### src/rtcto_regs.vh
`ifndef RTCTO_REGS_VH
`define RTCTO_REGS_VH

// Register byte offsets
`define RTCTO_OFF_TIME   6'h00
`define RTCTO_OFF_DATE   6'h04
`define RTCTO_OFF_CTL    6'h08
`define RTCTO_OFF_TAMP   6'h0C
`define RTCTO_OFF_STAT   6'h10
`define RTCTO_OFF_PSC    6'h14
`define RTCTO_BKP_BIT    5

// Reset values and writable masks
`define RTCTO_TIME_RST   32'h00000000
`define RTCTO_DATE_RST   32'h00002101
`define RTCTO_TIME_MASK  32'h007F7F7F
`define RTCTO_DATE_MASK  32'h00FFFF3F
`define RTCTO_CTL_MASK   32'h00F89020
`define RTCTO_TAMP_MASK  32'h0000FF9F
`define RTCTO_PSC_RST    32'h007F00FF
`define RTCTO_PSC_MASK   32'h007F7FFF

// Control fields
`define RTCTO_CTL_CALEN  23
`define RTCTO_CTL_SRC_HI 22
`define RTCTO_CTL_SRC_LO 21
`define RTCTO_CTL_APOL   20
`define RTCTO_CTL_COS    19
`define RTCTO_CTL_TSINT  15
`define RTCTO_CTL_ALIE   12
`define RTCTO_CTL_BYPASS 5

// Tamper configuration fields
`define RTCTO_TP_EN0     0
`define RTCTO_TP_EG0     1
`define RTCTO_TP_IE      2
`define RTCTO_TP_STRIDE  3
`define RTCTO_TP_TS      7
`define RTCTO_TP_RATE_LO 8
`define RTCTO_TP_RATE_HI 10
`define RTCTO_TP_FILT_LO 11
`define RTCTO_TP_FILT_HI 12
`define RTCTO_TP_PCHG_LO 13
`define RTCTO_TP_PCHG_HI 14
`define RTCTO_TP_NOPU    15

// Status fields
`define RTCTO_ST_INIT    7
`define RTCTO_ST_ALRM    8
`define RTCTO_ST_TSFLAG  11
`define RTCTO_ST_TPF0    14

// Prescaler fields
`define RTCTO_PSC_S_HI   14
`define RTCTO_PSC_A_LO   16
`define RTCTO_PSC_A_HI   22

// Timestamp flag delay in prescaled ticks
`define RTCTO_TS_DELAY   2

`endif

### src/rtcto_top.v
// Decided for this implementation: the Avalon-MM slave port.
`timescale 1ns/10ps
`include "rtcto_regs.vh"

// Notes on behaviour
// - Any tamper event clears all backup registers
// - Backup cleared only by tamper or backup reset
// - Per-input enable; event sets its own flag
// - Shared enable gates tamper interrupt request
// - Tamper-as-timestamp also sets timestamp flag
// - Zero filter count means edge mode
// - Edge mode keeps pull-up off always
// - Nonzero filter: 2/4/8 consecutive active samples
// - Pull-up precharges before each level sample
// - Sample interval follows sample rate field
// - Calibration clock out only when enabled
// - Select clear: RTC clock divided by 64 with async prescaler 63 or 127
// - Select set: divide by both prescalers
// - Nonzero source drives alarm flag to pin
// - Polarity bit inverts alarm pin
// - Low-power wake only on slow clock sources
// - Time register BCD layout
// - Date register BCD layout
// - Weekday bits 15:13, Monday 1 to 7
// - Time/date word writes in init only
// - System reset clears time/date unless bypass
// - Timestamp flag two prescaled ticks late
module rtcto_top #(
    parameter NBKP = 5
) (
    // Clock and resets
    input  wire        i_clk,
    input  wire        i_rst_n,
    input  wire        i_bkp_rst_n,
    // Avalon-MM slave
    input  wire [5:0]  i_avs_address,
    input  wire        i_avs_read,
    input  wire        i_avs_write,
    input  wire [3:0]  i_avs_byteenable,
    input  wire [31:0] i_avs_writedata,
    output wire [31:0] o_avs_readdata,
    output wire        o_avs_waitrequest,
    // Tamper pins
    input  wire [1:0]  i_tamper_pin,
    output wire [1:0]  o_tamper_pullup,
    // Alarm flag and clock source status
    input  wire        i_alarm_zero_flag,
    input  wire        i_slow_clk_src,
    // Output pins
    output wire        o_calib_out,
    output wire        o_calib_oe,
    output wire        o_alarm_out,
    output wire        o_alarm_oe,
    // Events toward the external event controller
    output wire        o_tamper_irq,
    output wire        o_timestamp_irq,
    output wire        o_alarm_irq,
    output wire        o_wakeup
);

    reg  [31:0] time_q;
    reg  [31:0] date_q;
    reg  [31:0] ctl_q;
    reg  [31:0] tcfg_q;
    reg  [31:0] psc_q;
    reg         init_q;
    reg         tsf_q;
    reg  [1:0]  tflag_q;
    reg  [31:0] bkp_q [0:NBKP-1];
    reg         ack_q;
    reg  [31:0] rdata_q;
    reg  [31:0] rd_d;
    reg  [6:0]  apre_cnt_q;
    reg  [14:0] spre_cnt_q;
    reg  [7:0]  samp_cnt_q;
    reg  [3:0]  pch_q;
    reg  [1:0]  ts_pend_q;
    reg         calib_q;
    reg         alarm_q;

    wire [1:0]  ev;
    wire [2:0]  bkp_idx = i_avs_address[4:2];
    wire        word_acc = (i_avs_byteenable == 4'hF);
    wire        wr_go = i_avs_write & ack_q;
    wire        bkp_hit;
    wire        apre_tick;
    wire        samp_due;
    wire        samp_strobe;
    wire        level_mode;
    wire [1:0]  filt;
    wire [2:0]  rate;
    wire [1:0]  pchg;
    wire [3:0]  need;
    integer     i;

    function [31:0] rtcto_merge;
        input [31:0] old_v;
        input [31:0] new_v;
        input [3:0]  be;
        integer      k;
        begin
            rtcto_merge = old_v;
            for (k = 0; k < 4; k = k + 1) begin
                if (be[k]) begin
                    rtcto_merge[8*k +: 8] = new_v[8*k +: 8];
                end
            end
        end
    endfunction

    // Bus slave: one wait cycle, answer on the second edge
    assign o_avs_waitrequest = ~ack_q;
    assign o_avs_readdata    = rdata_q;
    assign bkp_hit = i_avs_address[`RTCTO_BKP_BIT] && (i_avs_address[1:0] == 2'h0)
                     && ({29'h0, bkp_idx} < NBKP);

    always @(posedge i_clk) begin
        if (!i_rst_n) begin
            ack_q <= 1'b0;
        end else begin
            ack_q <= (i_avs_read | i_avs_write) & ~ack_q;
        end
    end

    always @* begin
        rd_d = 32'h00000000;
        case (i_avs_address)
            `RTCTO_OFF_TIME: rd_d = time_q;
            `RTCTO_OFF_DATE: rd_d = date_q;
            `RTCTO_OFF_CTL:  rd_d = ctl_q;
            `RTCTO_OFF_TAMP: rd_d = tcfg_q;
            `RTCTO_OFF_STAT: rd_d = {16'h0000, tflag_q[1], tflag_q[0], 2'h0, tsf_q, 2'h0,
                                     i_alarm_zero_flag, init_q, 7'h00};
            `RTCTO_OFF_PSC:  rd_d = psc_q;
            default: begin
                if (bkp_hit) begin
                    rd_d = bkp_q[bkp_idx];
                end
            end
        endcase
    end

    always @(posedge i_clk) begin
        if (!i_rst_n) begin
            rdata_q <= 32'h00000000;
        end else if (i_avs_read & ~ack_q) begin
            rdata_q <= rd_d;
        end
    end

    // Init state is system-domain; it guards calendar writes
    always @(posedge i_clk) begin
        if (!i_rst_n) begin
            init_q <= 1'b0;
        end else if (wr_go && i_avs_address == `RTCTO_OFF_STAT && i_avs_byteenable[0]) begin
            init_q <= i_avs_writedata[`RTCTO_ST_INIT];
        end
    end

    // Calendar registers hold written BCD fields only
    always @(posedge i_clk) begin
        if (!i_bkp_rst_n) begin
            time_q <= `RTCTO_TIME_RST;
            date_q <= `RTCTO_DATE_RST;
        end else if (!i_rst_n) begin
            if (!ctl_q[`RTCTO_CTL_BYPASS]) begin
                time_q <= `RTCTO_TIME_RST;
                date_q <= `RTCTO_DATE_RST;
            end
        end else if (wr_go && init_q && word_acc) begin
            if (i_avs_address == `RTCTO_OFF_TIME) begin
                time_q <= i_avs_writedata & `RTCTO_TIME_MASK;
            end
            if (i_avs_address == `RTCTO_OFF_DATE) begin
                date_q <= i_avs_writedata & `RTCTO_DATE_MASK;
            end
        end
    end

    // Configuration lives in the backup domain
    always @(posedge i_clk) begin
        if (!i_bkp_rst_n) begin
            ctl_q  <= 32'h00000000;
            tcfg_q <= 32'h00000000;
            psc_q  <= `RTCTO_PSC_RST;
        end else if (wr_go) begin
            if (i_avs_address == `RTCTO_OFF_CTL) begin
                ctl_q <= rtcto_merge(ctl_q, i_avs_writedata, i_avs_byteenable)
                         & `RTCTO_CTL_MASK;
            end
            if (i_avs_address == `RTCTO_OFF_TAMP) begin
                tcfg_q <= rtcto_merge(tcfg_q, i_avs_writedata, i_avs_byteenable)
                          & `RTCTO_TAMP_MASK;
            end
            // Prescalers only change in init so the divider stays coherent
            if (i_avs_address == `RTCTO_OFF_PSC && init_q) begin
                psc_q <= rtcto_merge(psc_q, i_avs_writedata, i_avs_byteenable)
                         & `RTCTO_PSC_MASK;
            end
        end
    end

    // Prescaler chain: async count down, then sync count down
    assign apre_tick = (apre_cnt_q == 7'h00);

    always @(posedge i_clk) begin
        if (!i_bkp_rst_n) begin
            apre_cnt_q <= 7'h7F;
            spre_cnt_q <= 15'h00FF;
        end else begin
            if (apre_tick) begin
                apre_cnt_q <= psc_q[`RTCTO_PSC_A_HI:`RTCTO_PSC_A_LO];
                if (spre_cnt_q == 15'h0000) begin
                    spre_cnt_q <= psc_q[`RTCTO_PSC_S_HI:0];
                end else begin
                    spre_cnt_q <= spre_cnt_q - 15'h0001;
                end
            end else begin
                apre_cnt_q <= apre_cnt_q - 7'h01;
            end
        end
    end

    // Calibration and alarm pins are registered to keep them glitch free
    always @(posedge i_clk) begin
        if (!i_bkp_rst_n) begin
            calib_q <= 1'b0;
            alarm_q <= 1'b0;
        end else begin
            if (!ctl_q[`RTCTO_CTL_CALEN]) begin
                calib_q <= 1'b0;
            end else if (ctl_q[`RTCTO_CTL_COS]) begin
                calib_q <= (spre_cnt_q > (psc_q[`RTCTO_PSC_S_HI:0] >> 1));
            end else begin
                calib_q <= apre_cnt_q[5];
            end
            alarm_q <= (|ctl_q[`RTCTO_CTL_SRC_HI:`RTCTO_CTL_SRC_LO])
                       & (i_alarm_zero_flag ^ ctl_q[`RTCTO_CTL_APOL]);
        end
    end

    assign o_calib_out = calib_q;
    assign o_calib_oe  = ctl_q[`RTCTO_CTL_CALEN];
    assign o_alarm_out = alarm_q;
    assign o_alarm_oe  = |ctl_q[`RTCTO_CTL_SRC_HI:`RTCTO_CTL_SRC_LO];

    // Level-mode sampling shared by both inputs
    assign filt = tcfg_q[`RTCTO_TP_FILT_HI:`RTCTO_TP_FILT_LO];
    assign rate = tcfg_q[`RTCTO_TP_RATE_HI:`RTCTO_TP_RATE_LO];
    assign pchg = tcfg_q[`RTCTO_TP_PCHG_HI:`RTCTO_TP_PCHG_LO];
    assign level_mode = (filt != 2'h0);
    assign need = 4'h1 << filt;
    assign samp_due = apre_tick && ((samp_cnt_q & (8'hFF >> rate)) == 8'h00);
    assign samp_strobe = (pch_q == 4'h1);

    always @(posedge i_clk) begin
        if (!i_bkp_rst_n) begin
            samp_cnt_q <= 8'h00;
            pch_q      <= 4'h0;
        end else begin
            if (apre_tick) begin
                samp_cnt_q <= samp_cnt_q + 8'h01;
            end
            if (samp_due && level_mode) begin
                pch_q <= 4'h1 << pchg;
            end else if (pch_q != 4'h0) begin
                pch_q <= pch_q - 4'h1;
            end
        end
    end

    genvar g;
    generate
        for (g = 0; g < 2; g = g + 1) begin : g_tamp
            localparam EN_B = `RTCTO_TP_EN0 + `RTCTO_TP_STRIDE * g;
            localparam EG_B = `RTCTO_TP_EG0 + `RTCTO_TP_STRIDE * g;
            reg        sync1_q;
            reg        sync2_q;
            reg        prev_q;
            reg  [3:0] lcnt_q;
            wire       en = tcfg_q[EN_B];
            wire       eg = tcfg_q[EG_B];
            wire       act = sync2_q ^ eg;
            wire       edge_ev;
            wire       lvl_ev;

            always @(posedge i_clk) begin
                if (!i_bkp_rst_n) begin
                    sync1_q <= 1'b0;
                    sync2_q <= 1'b0;
                    prev_q  <= 1'b0;
                end else begin
                    sync1_q <= i_tamper_pin[g];
                    sync2_q <= sync1_q;
                    prev_q  <= sync2_q;
                end
            end

            assign edge_ev = en && !level_mode
                             && (eg ? (prev_q & ~sync2_q) : (~prev_q & sync2_q));

            always @(posedge i_clk) begin
                if (!i_bkp_rst_n) begin
                    lcnt_q <= 4'h0;
                end else if (!en || !level_mode) begin
                    lcnt_q <= 4'h0;
                end else if (samp_strobe) begin
                    if (!act) begin
                        lcnt_q <= 4'h0;
                    end else if (lcnt_q != need) begin
                        lcnt_q <= lcnt_q + 4'h1;
                    end
                end
            end

            assign lvl_ev = en && level_mode && samp_strobe && act
                            && (lcnt_q + 4'h1 == need);
            assign ev[g] = edge_ev | lvl_ev;

            assign o_tamper_pullup[g] = en && level_mode && !tcfg_q[`RTCTO_TP_NOPU]
                                        && (pch_q != 4'h0);
        end
    endgenerate

    // Flags: writing 0 clears, a same-cycle event wins
    always @(posedge i_clk) begin
        if (!i_bkp_rst_n) begin
            tflag_q   <= 2'h0;
            tsf_q     <= 1'b0;
            ts_pend_q <= 2'h0;
        end else begin
            if (wr_go && i_avs_address == `RTCTO_OFF_STAT && i_avs_byteenable[1]) begin
                tflag_q <= (tflag_q & i_avs_writedata[`RTCTO_ST_TPF0+1:`RTCTO_ST_TPF0]) | ev;
                tsf_q   <= (tsf_q & i_avs_writedata[`RTCTO_ST_TSFLAG])
                           | (apre_tick & ts_pend_q[1]);
            end else begin
                tflag_q <= tflag_q | ev;
                tsf_q   <= tsf_q | (apre_tick & ts_pend_q[1]);
            end
            ts_pend_q[0] <= (apre_tick ? 1'b0 : ts_pend_q[0])
                            | ((|ev) & tcfg_q[`RTCTO_TP_TS]);
            if (apre_tick) begin
                ts_pend_q[1] <= ts_pend_q[0];
            end
        end
    end

    // Backup registers: tamper clear beats a same-cycle write
    always @(posedge i_clk) begin
        if (!i_bkp_rst_n || (|ev)) begin
            for (i = 0; i < NBKP; i = i + 1) begin
                bkp_q[i] <= 32'h00000000;
            end
        end else if (wr_go && bkp_hit) begin
            bkp_q[bkp_idx] <= rtcto_merge(bkp_q[bkp_idx], i_avs_writedata,
                                          i_avs_byteenable);
        end
    end

    assign o_tamper_irq    = tcfg_q[`RTCTO_TP_IE] & (|tflag_q);
    assign o_timestamp_irq = ctl_q[`RTCTO_CTL_TSINT] & tsf_q;
    assign o_alarm_irq     = ctl_q[`RTCTO_CTL_ALIE] & i_alarm_zero_flag;
    assign o_wakeup = i_slow_clk_src & (o_tamper_irq | o_timestamp_irq | o_alarm_irq);

endmodule

### config.mk
export PLATFORM = sky130hd
export DESIGN_NAME = rtcto_top
export DESIGN_NICKNAME = d
export VERILOG_FILES = /design/src/rtcto_top.v
export VERILOG_INCLUDE_DIRS = /design/src
export SDC_FILE = /design/constraint.sdc
export NUM_CORES = 1
export LEC_CHECK = 0
export BUFFER_PORTS_ARGS = -buffer_cell sky130_fd_sc_hd__buf_4
export CAP_MARGIN = 20
export CORE_MARGIN = 3
export CORE_UTILIZATION = 65
export DETAILED_ROUTE_END_ITERATION = 16
export PLACE_DENSITY = 0.92
export SLEW_MARGIN = 20
export SYNTH_ARGS = -nofsm -noshare
export SYNTH_HDL_FRONTEND = slang
export SYNTH_SLANG_ARGS = --single-unit
### constraint.sdc
create_clock -name i_clk -period 5.45 [get_ports i_clk]
set_clock_uncertainty 0.1 [all_clocks]
set_input_delay 0.2725 -clock i_clk [delete_from_list [all_inputs] [get_ports i_clk]]
set_output_delay 0.2725 -clock i_clk [all_outputs]
set_load 0.1 [all_outputs]
==> impl_results.rst, run 1 <==
.. list-table::
   :header-rows: 1

   * - Metric
     - Value
   * - First-pass GRT wire length
     - 84,100 microns
   * - Category of the worst setup path capture point
     - flop
   * - Vias in the first global route
     - around 15,000
   * - Post-synthesis area per instance
     - 11.8 sq um
   * - Floorplan Core Area
     - about 0.029 sq mm
   * - Pins over their slew limit
     - 0
   * - Largest fanout on the critical path
     - 26
   * - Result of the run
     - finished clean
   * - Final routed wire length divided by cell count
     - between 20 and 25 microns
   * - Maximum number of pins on one net before global-route repair
     - 70
   * - Fraction of layout cells with a size suffix above 1
     - between 10% and 20%
   * - Starting Density
     - 66.8%
   * - Setup-failing EPs final
     - 0
   * - Count of flip-flops with a built-in enable after synthesis
     - roughly 260
   * - Post-Syn Area
     - just under 0.02 sq mm
   * - Leak
     - roughly 8.5 nW
   * - #FFs+latches synth
     - ~430
   * - PnR Total Power
     - 7.42 mW
   * - Vias per inst
     - around 6.8
   * - Maximum capacitance violations
     - 0
   * - Die Ht
     - approximately 180 microns
   * - CP arrival
     - 3.89 ns
   * - Die width
     - 179 microns
   * - Routed wire length
     - about 55,000 microns
   * - Synth-to-Final Area Change
     - 14.9%
   * - Cts bufs inserted
     - 44
   * - Routed vias
     - roughly 15,000
   * - Post-layout net count
     - 1,892
   * - Cell at the root of the clock tree
     - sky130_fd_sc_hd__clkbuf_16
   * - Maximum buffer depth of the clock tree
     - 3
   * - Normalized max-slew margin
     - 26.1%
   * - Die area
     - between 0.03 and 0.04 sq mm
   * - Clock tree from TritonCTS
     - yes
   * - Total DRC errors in the routed layout
     - 0
   * - Gpl congestion
     - approximately 0.89
   * - Proportion of synthesized chip area in sequential cells
     - roughly 58%
   * - Clock input transition at the sequential cells of the worst setup and hold paths
     - ~0.06 ns
   * - Primary FF master, synth
     - sky130_fd_sc_hd__edfxtp_1
   * - Portion of the clock cycle consumed by the worst path in the final layout
     - between 60 and 70%
   * - # diodes
     - 0
   * - Antenna viol nets, final
     - 0
   * - Clock latency reported for the late side of the worst-skew pair
     - roughly 0.55 ns
   * - Aggregate global-route resource usage
     - roughly 35%
   * - Peak Freq
     - approximately 260 MHz
   * - Cell depth of the worst min-delay path
     - 3
   * - # clock sinks
     - ~430
   * - Total power divided by cell area
     - 332 mW/mm^2
   * - Count of standard-cell rows
     - 62
   * - Startpoint types
     - flop
   * - Total grt overflow
     - 0
   * - Number of library cell types mapped by synthesis
     - between 70 and 80
   * - Class of the worst hold path
     - in2reg
   * - Final Hold Violating Endpoints
     - 0
   * - Iteration-0 DRC count of the detailed router
     - 2,588
   * - Setup total negative slack
     - 0 ns
   * - Final period demand of the worst path
     - between 3 and 4 ns
   * - Maximum level of the CTS H-tree
     - 2
   * - Setup Crit Path Kind
     - reg2reg
   * - I/O pin count
     - 94
   * - Post-synthesis instance total
     - around 1,600
   * - Worst vdd ir
     - roughly 0.33 mV
   * - Unrepaired setup endpoints after global routing
     - false
   * - Port Buffer Count
     - 93
   * - Share of flip-flops with an asynchronous set or reset
     - 0%
   * - Logic depth of the worst register-to-register path
     - 7
   * - Warning count from the yosys run
     - 0
   * - Antenna violations before repair
     - 0
   * - HPWL after detailed placement
     - approximately 34,000 microns
   * - Worst Path Required
     - ~5.5 ns
   * - First-pass DRT Iterations
     - 7
   * - Actual transition at the worst max-transition pin
     - 1.11 ns
[per-stage QoR]
| stage | utilization (%) | std cells | area (sq um) | hold slack, ns | worst slack, ns |
|---|---|---|---|---|---|
| after global routing | 76.7 | 2239 | 22300 | 0.0272 | 1.50 |
| after floorplan | - | 1744 | 19800 | 0.297 | 2.08 |
| after detailed placement | 70.7 | 2129 | 20600 | 0.327 | 1.69 |
| after global placement | 70.6 | 2128 | 20600 | 0.331 | 1.79 |
| after CTS | 76.7 | 2238 | 22300 | 0.0164 | 1.61 |
| final | 76.7 | 2239 | 22300 | 0.0181 | 1.66 |
[flip-flops by register name, indices dropped and copies added (netlist names), 2 cells and up]
| name | count |
|---|---|
| ts_pend_q | 2 |
| o_avs_readdata | 32 |
| pch_q | 4 |
| time_q | 21 |
| bkp_q | 256 |
| psc_q | 22 |
| g_tamp.sync2_q | 2 |
| spre_cnt_q | 15 |
| g_tamp.prev_q | 2 |
| ctl_q | 8 |
| g_tamp.sync1_q | 2 |
| samp_cnt_q | 8 |
| date_q | 22 |
| tcfg_q | 14 |
| apre_cnt_q | 7 |
| tflag_q | 2 |
| g_tamp.lcnt_q | 8 |
[layer usage]
| layer | vias up | part of all wire, % | track usage, % |
|---|---|---|---|
| li1 | 6351 | - | - |
| met1 | 7179 | 33 | 43.5 |
| met2 | 1309 | 47 | 55.6 |
| met5 | - | 0 | 0 |
| met4 | 0 | 6.4 | 18.2 |
| met3 | 357 | 13 | 8.43 |
[power breakdown]
part / leakage (nW) / switching [mW] / internal, mW
Combinational: 3.72 / 0.488 / 0.248
Clock: 0.701 / 1.27 / 1.74
Sequential: 4.03 / 0.0648 / 3.61
[synthesized netlist by cell type, types with 5 or more instances]
cell type / count / area [sq um]
sky130_fd_sc_hd__dfxtp_1: 176 / 3520
sky130_fd_sc_hd__or4_1: 5 / 37.5
sky130_fd_sc_hd__o22ai_1: 5 / 31.3
sky130_fd_sc_hd__ha_1: 21 / 263
sky130_fd_sc_hd__nand2_1: 120 / 450
sky130_fd_sc_hd__o21ai_0: 58 / 290
sky130_fd_sc_hd__nor2b_1: 18 / 113
sky130_fd_sc_hd__and2_1: 13 / 81.3
sky130_fd_sc_hd__and3_1: 12 / 75.1
sky130_fd_sc_hd__inv_1: 54 / 203
sky130_fd_sc_hd__buf_2: 19 / 95.1
sky130_fd_sc_hd__mux4_2: 64 / 1440
sky130_fd_sc_hd__mux2_2: 36 / 405
sky130_fd_sc_hd__buf_6: 13 / 146
sky130_fd_sc_hd__nor3_1: 25 / 125
sky130_fd_sc_hd__xnor2_1: 14 / 123
sky130_fd_sc_hd__edfxtp_1: 256 / 7690
sky130_fd_sc_hd__nand3_1: 69 / 345
sky130_fd_sc_hd__or3_1: 8 / 50.1
sky130_fd_sc_hd__nor4_1: 5 / 31.3
sky130_fd_sc_hd__xor2_1: 7 / 61.3
sky130_fd_sc_hd__o21a_1: 6 / 45.0
sky130_fd_sc_hd__a21o_1: 7 / 52.6
sky130_fd_sc_hd__a22oi_1: 12 / 90.1
sky130_fd_sc_hd__a31oi_1: 25 / 156
sky130_fd_sc_hd__o211ai_1: 18 / 135
sky130_fd_sc_hd__mux2i_1: 66 / 661
sky130_fd_sc_hd__a211oi_1: 5 / 37.5
sky130_fd_sc_hd__nand4b_1: 6 / 52.6
sky130_fd_sc_hd__nor3b_1: 10 / 75.1
sky130_fd_sc_hd__buf_1: 11 / 41.3
sky130_fd_sc_hd__nor2_1: 226 / 848
sky130_fd_sc_hd__nand4_1: 13 / 81.3
sky130_fd_sc_hd__a222oi_1: 14 / 140
sky130_fd_sc_hd__a21oi_1: 94 / 470
sky130_fd_sc_hd__a221oi_1: 7 / 61.3
sky130_fd_sc_hd__clkbuf_1: 61 / 229
[critical path, stage by stage, from the launching register on]
cell	delay, ns
sky130_fd_sc_hd__dfxtp_1	0.39
sky130_fd_sc_hd__ha_1	0.18
sky130_fd_sc_hd__or3b_1	0.50
sky130_fd_sc_hd__nor4b_2	0.30
sky130_fd_sc_hd__a41oi_2	0.53
sky130_fd_sc_hd__and3_1	0.42
sky130_fd_sc_hd__o211ai_1	0.48
sky130_fd_sc_hd__buf_4	0.54
[area by class of cell]
type,count,area [sq um]
sequential,432,11200
multi-input combinational,1148,7840
fill,1640,6760
clock buffer,66,1290
timing repair buffer,139,1150
tap,384,480
inverter,55,206
clock inverter,15,153
[cell usage in the layout, fill, tap and decap left out, types with 6 or more instances in the layout]
| cell | netlist | final |
|---|---|---|
| sky130_fd_sc_hd__edfxtp_1 | 256 | 256 |
| sky130_fd_sc_hd__nor2_1 | 226 | 226 |
| sky130_fd_sc_hd__dfxtp_1 | 176 | 176 |
| sky130_fd_sc_hd__nand2_1 | 120 | 120 |
| sky130_fd_sc_hd__buf_4 | 4 | 109 |
| sky130_fd_sc_hd__conb_1 | 1 | 96 |
| sky130_fd_sc_hd__a21oi_1 | 94 | 94 |
| sky130_fd_sc_hd__nand3_1 | 69 | 67 |
| sky130_fd_sc_hd__mux2i_1 | 66 | 66 |
| sky130_fd_sc_hd__mux4_2 | 64 | 64 |
| sky130_fd_sc_hd__o21ai_0 | 58 | 58 |
| sky130_fd_sc_hd__inv_1 | 54 | 54 |
| sky130_fd_sc_hd__clkbuf_16 | 0 | 44 |
| sky130_fd_sc_hd__mux2_2 | 36 | 36 |
| sky130_fd_sc_hd__dlygate4sd3_1 | 0 | 28 |
| sky130_fd_sc_hd__nor3_1 | 25 | 25 |
| sky130_fd_sc_hd__a31oi_1 | 25 | 25 |
| sky130_fd_sc_hd__ha_1 | 21 | 21 |
| sky130_fd_sc_hd__o211ai_1 | 18 | 18 |
| sky130_fd_sc_hd__nor2b_1 | 18 | 16 |
| sky130_fd_sc_hd__xnor2_1 | 14 | 14 |
| sky130_fd_sc_hd__a222oi_1 | 14 | 14 |
| sky130_fd_sc_hd__and2_1 | 13 | 13 |
| sky130_fd_sc_hd__nand4_1 | 13 | 13 |
| sky130_fd_sc_hd__and3_1 | 12 | 12 |
| sky130_fd_sc_hd__a22oi_1 | 12 | 12 |
| sky130_fd_sc_hd__clkbuf_8 | 0 | 11 |
| sky130_fd_sc_hd__clkbuf_1 | 61 | 11 |
| sky130_fd_sc_hd__nor3b_1 | 10 | 10 |
| sky130_fd_sc_hd__or3_1 | 8 | 8 |
| sky130_fd_sc_hd__a21o_1 | 7 | 7 |
| sky130_fd_sc_hd__xor2_1 | 7 | 7 |
| sky130_fd_sc_hd__a221oi_1 | 7 | 7 |
| sky130_fd_sc_hd__o21a_1 | 6 | 6 |
| sky130_fd_sc_hd__nand4b_1 | 6 | 6 |
| sky130_fd_sc_hd__clkinv_1 | 1 | 6 |
[path summary, 6_finish.rpt]
path	end	slack (ns)	startpoint
worst max-delay path	bkp_q[1][13]$_SDFFCE_PN0P_	1.66	pch_q[0]$_SDFFE_PN0P_
worst min-delay path	o_alarm_out$_SDFF_PN0_	0.02	i_alarm_zero_flag
worst min register to register	g_tamp[1].sync2_q$_SDFF_PN0_	0.35	g_tamp[1].sync1_q$_SDFF_PN0_
worst max register to register	bkp_q[1][13]$_SDFFCE_PN0P_	1.66	pch_q[0]$_SDFFE_PN0P_
[repair_timing]
item,4_1_cts,5_1_grt
endpoints found under the hold margin,85,0
gates resized for setup,0,0
hold buffers,28,0
setup buffers,0,0
[kinds of logic after synthesis]
group / Yosys count / share of synthesized area [%]
AOI/OAI and AO/OA: 282 / 9.24
muxes: 166 / 12.9
buffers and inverters: 164 / 3.88
other: 1 / 0.0193
adders and majority gates: 21 / 1.35
DFF: 432 / 57.7
xor gates and xnor gates: 22 / 1.06
and+or+nand+nor: 561 / 13.8
Note: power is estimated with default switching activity, not from simulation.
==> inputs of run 2 (changes only) <==
--- a/config.mk
+++ b/config.mk
@@ -9,9 +9,9 @@
 export BUFFER_PORTS_ARGS = -buffer_cell sky130_fd_sc_hd__buf_4
 export CAP_MARGIN = 20
 export CORE_MARGIN = 3
-export CORE_UTILIZATION = 65
+export CORE_UTILIZATION = 56
 export DETAILED_ROUTE_END_ITERATION = 16
-export PLACE_DENSITY = 0.92
+export PLACE_DENSITY = 0.85
 export SLEW_MARGIN = 20
 export SYNTH_ARGS = -nofsm -noshare
 export SYNTH_HDL_FRONTEND = slang
==> constraint.sdc (replaced) <==
create_clock -name i_clk -period 3.2 [get_ports i_clk]
set_clock_uncertainty 0.1 [all_clocks]
set_input_delay 0.16 -clock i_clk [delete_from_list [all_inputs] [get_ports i_clk]]
set_output_delay 0.16 -clock i_clk [all_outputs]
set_load 0.1 [all_outputs]
==> impl_results.rst, run 2 (synthesized netlist as in run 1, its figures left out) <==
.. list-table::
   :header-rows: 1

   * - Metric
     - Value
   * - Register containing the most flip-flops in the final layout
     - bkp_q (unchanged)
   * - Final critical-path setup slack
     - 0.329 ns (was 1.66 ns)
   * - Maximum capacitance violations
     - 0 (unchanged)
   * - Cell type with the highest occurrence count on the critical path
     - sky130_fd_sc_hd__buf_4
   * - Die Ht
     - 192 microns (was 179 microns)
   * - Total grt overflow
     - 0 (unchanged)
   * - Largest fanout on the critical path
     - 28 (was 26)
   * - Fraction of layout cells with a size suffix above 1
     - 17.7% (was 16.3%)
   * - Iteration-0 DRC count of the detailed router
     - 1,662 (was 2,588)
   * - Vias in the first global route
     - 14,600 (was 15,300)
   * - Total power divided by cell area
     - 560 mW/mm^2 (was 332 mW/mm^2)
   * - Leak
     - 8.68 nW (was 8.46 nW)
   * - Die area
     - 0.0370 sq mm (was 0.0320 sq mm)
   * - First-pass GRT wire length
     - 82,600 microns (was 84,100 microns)
   * - Result of the run
     - finished clean (unchanged)
   * - Worst Path Required
     - 3.49 ns (was 5.54 ns)
   * - Maximum buffer depth of the clock tree
     - 3 (unchanged)
   * - Antenna violations before repair
     - 0 (unchanged)
   * - PnR Total Power
     - 12.8 mW (was 7.42 mW)
   * - Starting Density
     - 57.4% (was 66.8%)
   * - Post-placement worst setup slack
     - 0.409 ns (was 1.69 ns)
   * - Setup-failing EPs final
     - 0 (unchanged)
   * - Portion of the clock cycle consumed by the worst path in the final layout
     - 89.7% (was 69.6%)
   * - Commonest cells after routing, fill and taps aside
     - sky130_fd_sc_hd__edfxtp_1, sky130_fd_sc_hd__nor2_1, sky130_fd_sc_hd__dfxtp_1 (unchanged)
   * - Vias per inst
     - 6.29 (was 6.79)
   * - Library cell contributing the largest single delay on the critical path
     - sky130_fd_sc_hd__dfxtp_1 (was sky130_fd_sc_hd__buf_4)
   * - Port Buffer Count
     - 93 (unchanged)
   * - Clock input transition at the sequential cells of the worst setup and hold paths
     - 0.07 ns (was 0.06 ns)
   * - CTS resizes
     - 0 (unchanged)
   * - Normalized max-slew margin
     - 31.2% (was 26.1%)
   * - Cts bufs inserted
     - 44 (unchanged)
   * - Routed wire length
     - 53,500 microns (was 55,200 microns)
   * - HPWL after detailed placement
     - 35,600 microns (was 34,200 microns)
   * - Final routed wire length divided by cell count
     - 23.0 microns (was 24.7 microns)
   * - Cell Chain, Critical Path
     - buf_4 -> nand2_1 -> xnor3_1 -> a41oi_2 -> buf_4 -> nand4_4 -> nor2_1 (was ha_1 -> or3b_1 -> nor4b_2 -> a41oi_2 -> and3_1 -> o211ai_1 -> buf_4)
   * - Leading cell type in the layout, fill and taps excluded
     - sky130_fd_sc_hd__edfxtp_1 (unchanged)
   * - Maximum number of pins on one net before global-route repair
     - 69 (was 70)
   * - Routed vias
     - 14,700 (was 15,200)
   * - Die width
     - 192 microns (was 179 microns)
   * - Category of the worst setup path capture point
     - flop (unchanged)
   * - Largest stage delay on the critical path
     - 0.61 ns (was 0.54 ns)
   * - Setup Crit Path Kind
     - reg2reg (unchanged)
   * - Gpl congestion
     - 0.904 (was 0.891)
   * - Cell family with the largest share of critical-path delay
     - simple AND/OR/NAND/NOR gates (unchanged)
   * - Final period demand of the worst path
     - 2.87 ns (was 3.79 ns)
   * - Worst vdd ir
     - 0.455 mV (was 0.333 mV)
   * - Final Hold Violating Endpoints
     - 0 (unchanged)
   * - Largest register FFs
     - 256 (unchanged)
   * - Count of standard-cell rows
     - 67 (was 62)
   * - Filler cell count
     - 2,315 (was 1,640)
   * - Post-layout net count
     - 1,922 (was 1,892)
   * - CP arrival
     - 3.16 ns (was 3.89 ns)
   * - Peak Freq
     - 348 MHz (was 264 MHz)
   * - Antenna viol nets, final
     - 0 (unchanged)
   * - Startpoint types
     - flop (unchanged)
   * - First-pass DRT Iterations
     - 5 (was 7)
   * - Cell at the root of the clock tree
     - sky130_fd_sc_hd__clkbuf_16 (unchanged)
   * - Pins over their slew limit
     - 0 (unchanged)
   * - Crit path buf inv count
     - 2 (was 1)
   * - Total DRC errors in the routed layout
     - 0 (unchanged)
   * - Maximum level of the CTS H-tree
     - 2 (unchanged)
   * - Floorplan Core Area
     - 0.0339 sq mm (was 0.0291 sq mm)
   * - # clock sinks
     - 432 (unchanged)
   * - Clock tree from TritonCTS
     - yes (unchanged)
   * - Unrepaired setup endpoints after global routing
     - false (unchanged)
   * - Aggregate global-route resource usage
     - 29.1% (was 34.5%)
   * - Clock latency reported for the late side of the worst-skew pair
     - 0.57 ns (was 0.55 ns)
   * - I/O pin count
     - 94 (unchanged)
   * - Class of the worst hold path
     - in2reg (unchanged)
   * - Synth-to-Final Area Change
     - 17.4% (was 14.9%)
   * - Actual transition at the worst max-transition pin
     - 1.03 ns (was 1.11 ns)
[run 2: repair_timing]
item,in CTS,in global routing
hold buffers,37,0
setup buffers,0,0
endpoints found under the hold margin,127,0
[run 2: worst paths after layout]
path,from,to,slack [ns],cells past startpoint
setup / recovery,tcfg_q[12]$_SDFFE_PN0P_,bkp_q[0][19]$_SDFFCE_PN0P_,0.33,7
hold / removal,i_avs_writedata[29],bkp_q[1][29]$_SDFFCE_PN0P_,0.02,3
setup reg to reg,tcfg_q[12]$_SDFFE_PN0P_,bkp_q[0][19]$_SDFFCE_PN0P_,0.33,7
hold reg to reg,g_tamp[0].sync1_q$_SDFF_PN0_,g_tamp[0].sync2_q$_SDFF_PN0_,0.35,1
[run 2: worst register-to-register path, cell delays in order, from the launching register on]
cell and delay, ns:
sky130_fd_sc_hd__dfxtp_1 0.61, sky130_fd_sc_hd__buf_4 0.24, sky130_fd_sc_hd__nand2_1 0.12, sky130_fd_sc_hd__xnor3_1 0.24
sky130_fd_sc_hd__a41oi_2 0.27, sky130_fd_sc_hd__buf_4 0.30, sky130_fd_sc_hd__nand4_4 0.48, sky130_fd_sc_hd__nor2_1 0.35
[run 2: per-layer routing]
layer  up-vias  GRT usage [%]  part of all wire, %
met2       914           46.6                   47
li1       6403              -                    -
met5         -              0                    0
met4         0           13.5                  4.4
met1      7194           38.9                   37
met3       160           5.23                   11
[run 2: per-stage QoR]
stage	TNS, ns	std cells	hold WS [ns]	utilization, %	instance area (sq um)
6_report	0	2331	0.0202	67.4	22800
5_1_grt	0	2330	0.0418	67.4	22800
4_1_cts	0	2330	0.00437	67.4	22800
3_5_place_dp	0	2215	0.277	61.9	21000
3_3_place_gp	0	2215	0.271	61.9	21000
2_1_floorplan	-4.34	1744	0.184	-	19800
[run 2: final cells by class]
cell class	instances	area, sq um	area share (%)
sequential	432	11200	49.2
tap	448	561	2.46
timing repair buffer	169	1470	6.46
clock inverter	10	81.3	0.356
inverter	55	206	0.905
multi-input combinational	1148	7870	34.5
clock buffer	68	1410	6.17
antenna	1	2.50	0.0110
[run 2: where the power goes]
part / internal [mW] / leakage [nW] / total, mW / switching, mW
Combinational: 0.450 / 3.90 / 1.29 / 0.835
Clock: 3.05 / 0.741 / 5.25 / 2.19
Sequential: 6.15 / 4.03 / 6.26 / 0.111
Total: 9.65 / 8.68 / 12.8 / 3.14
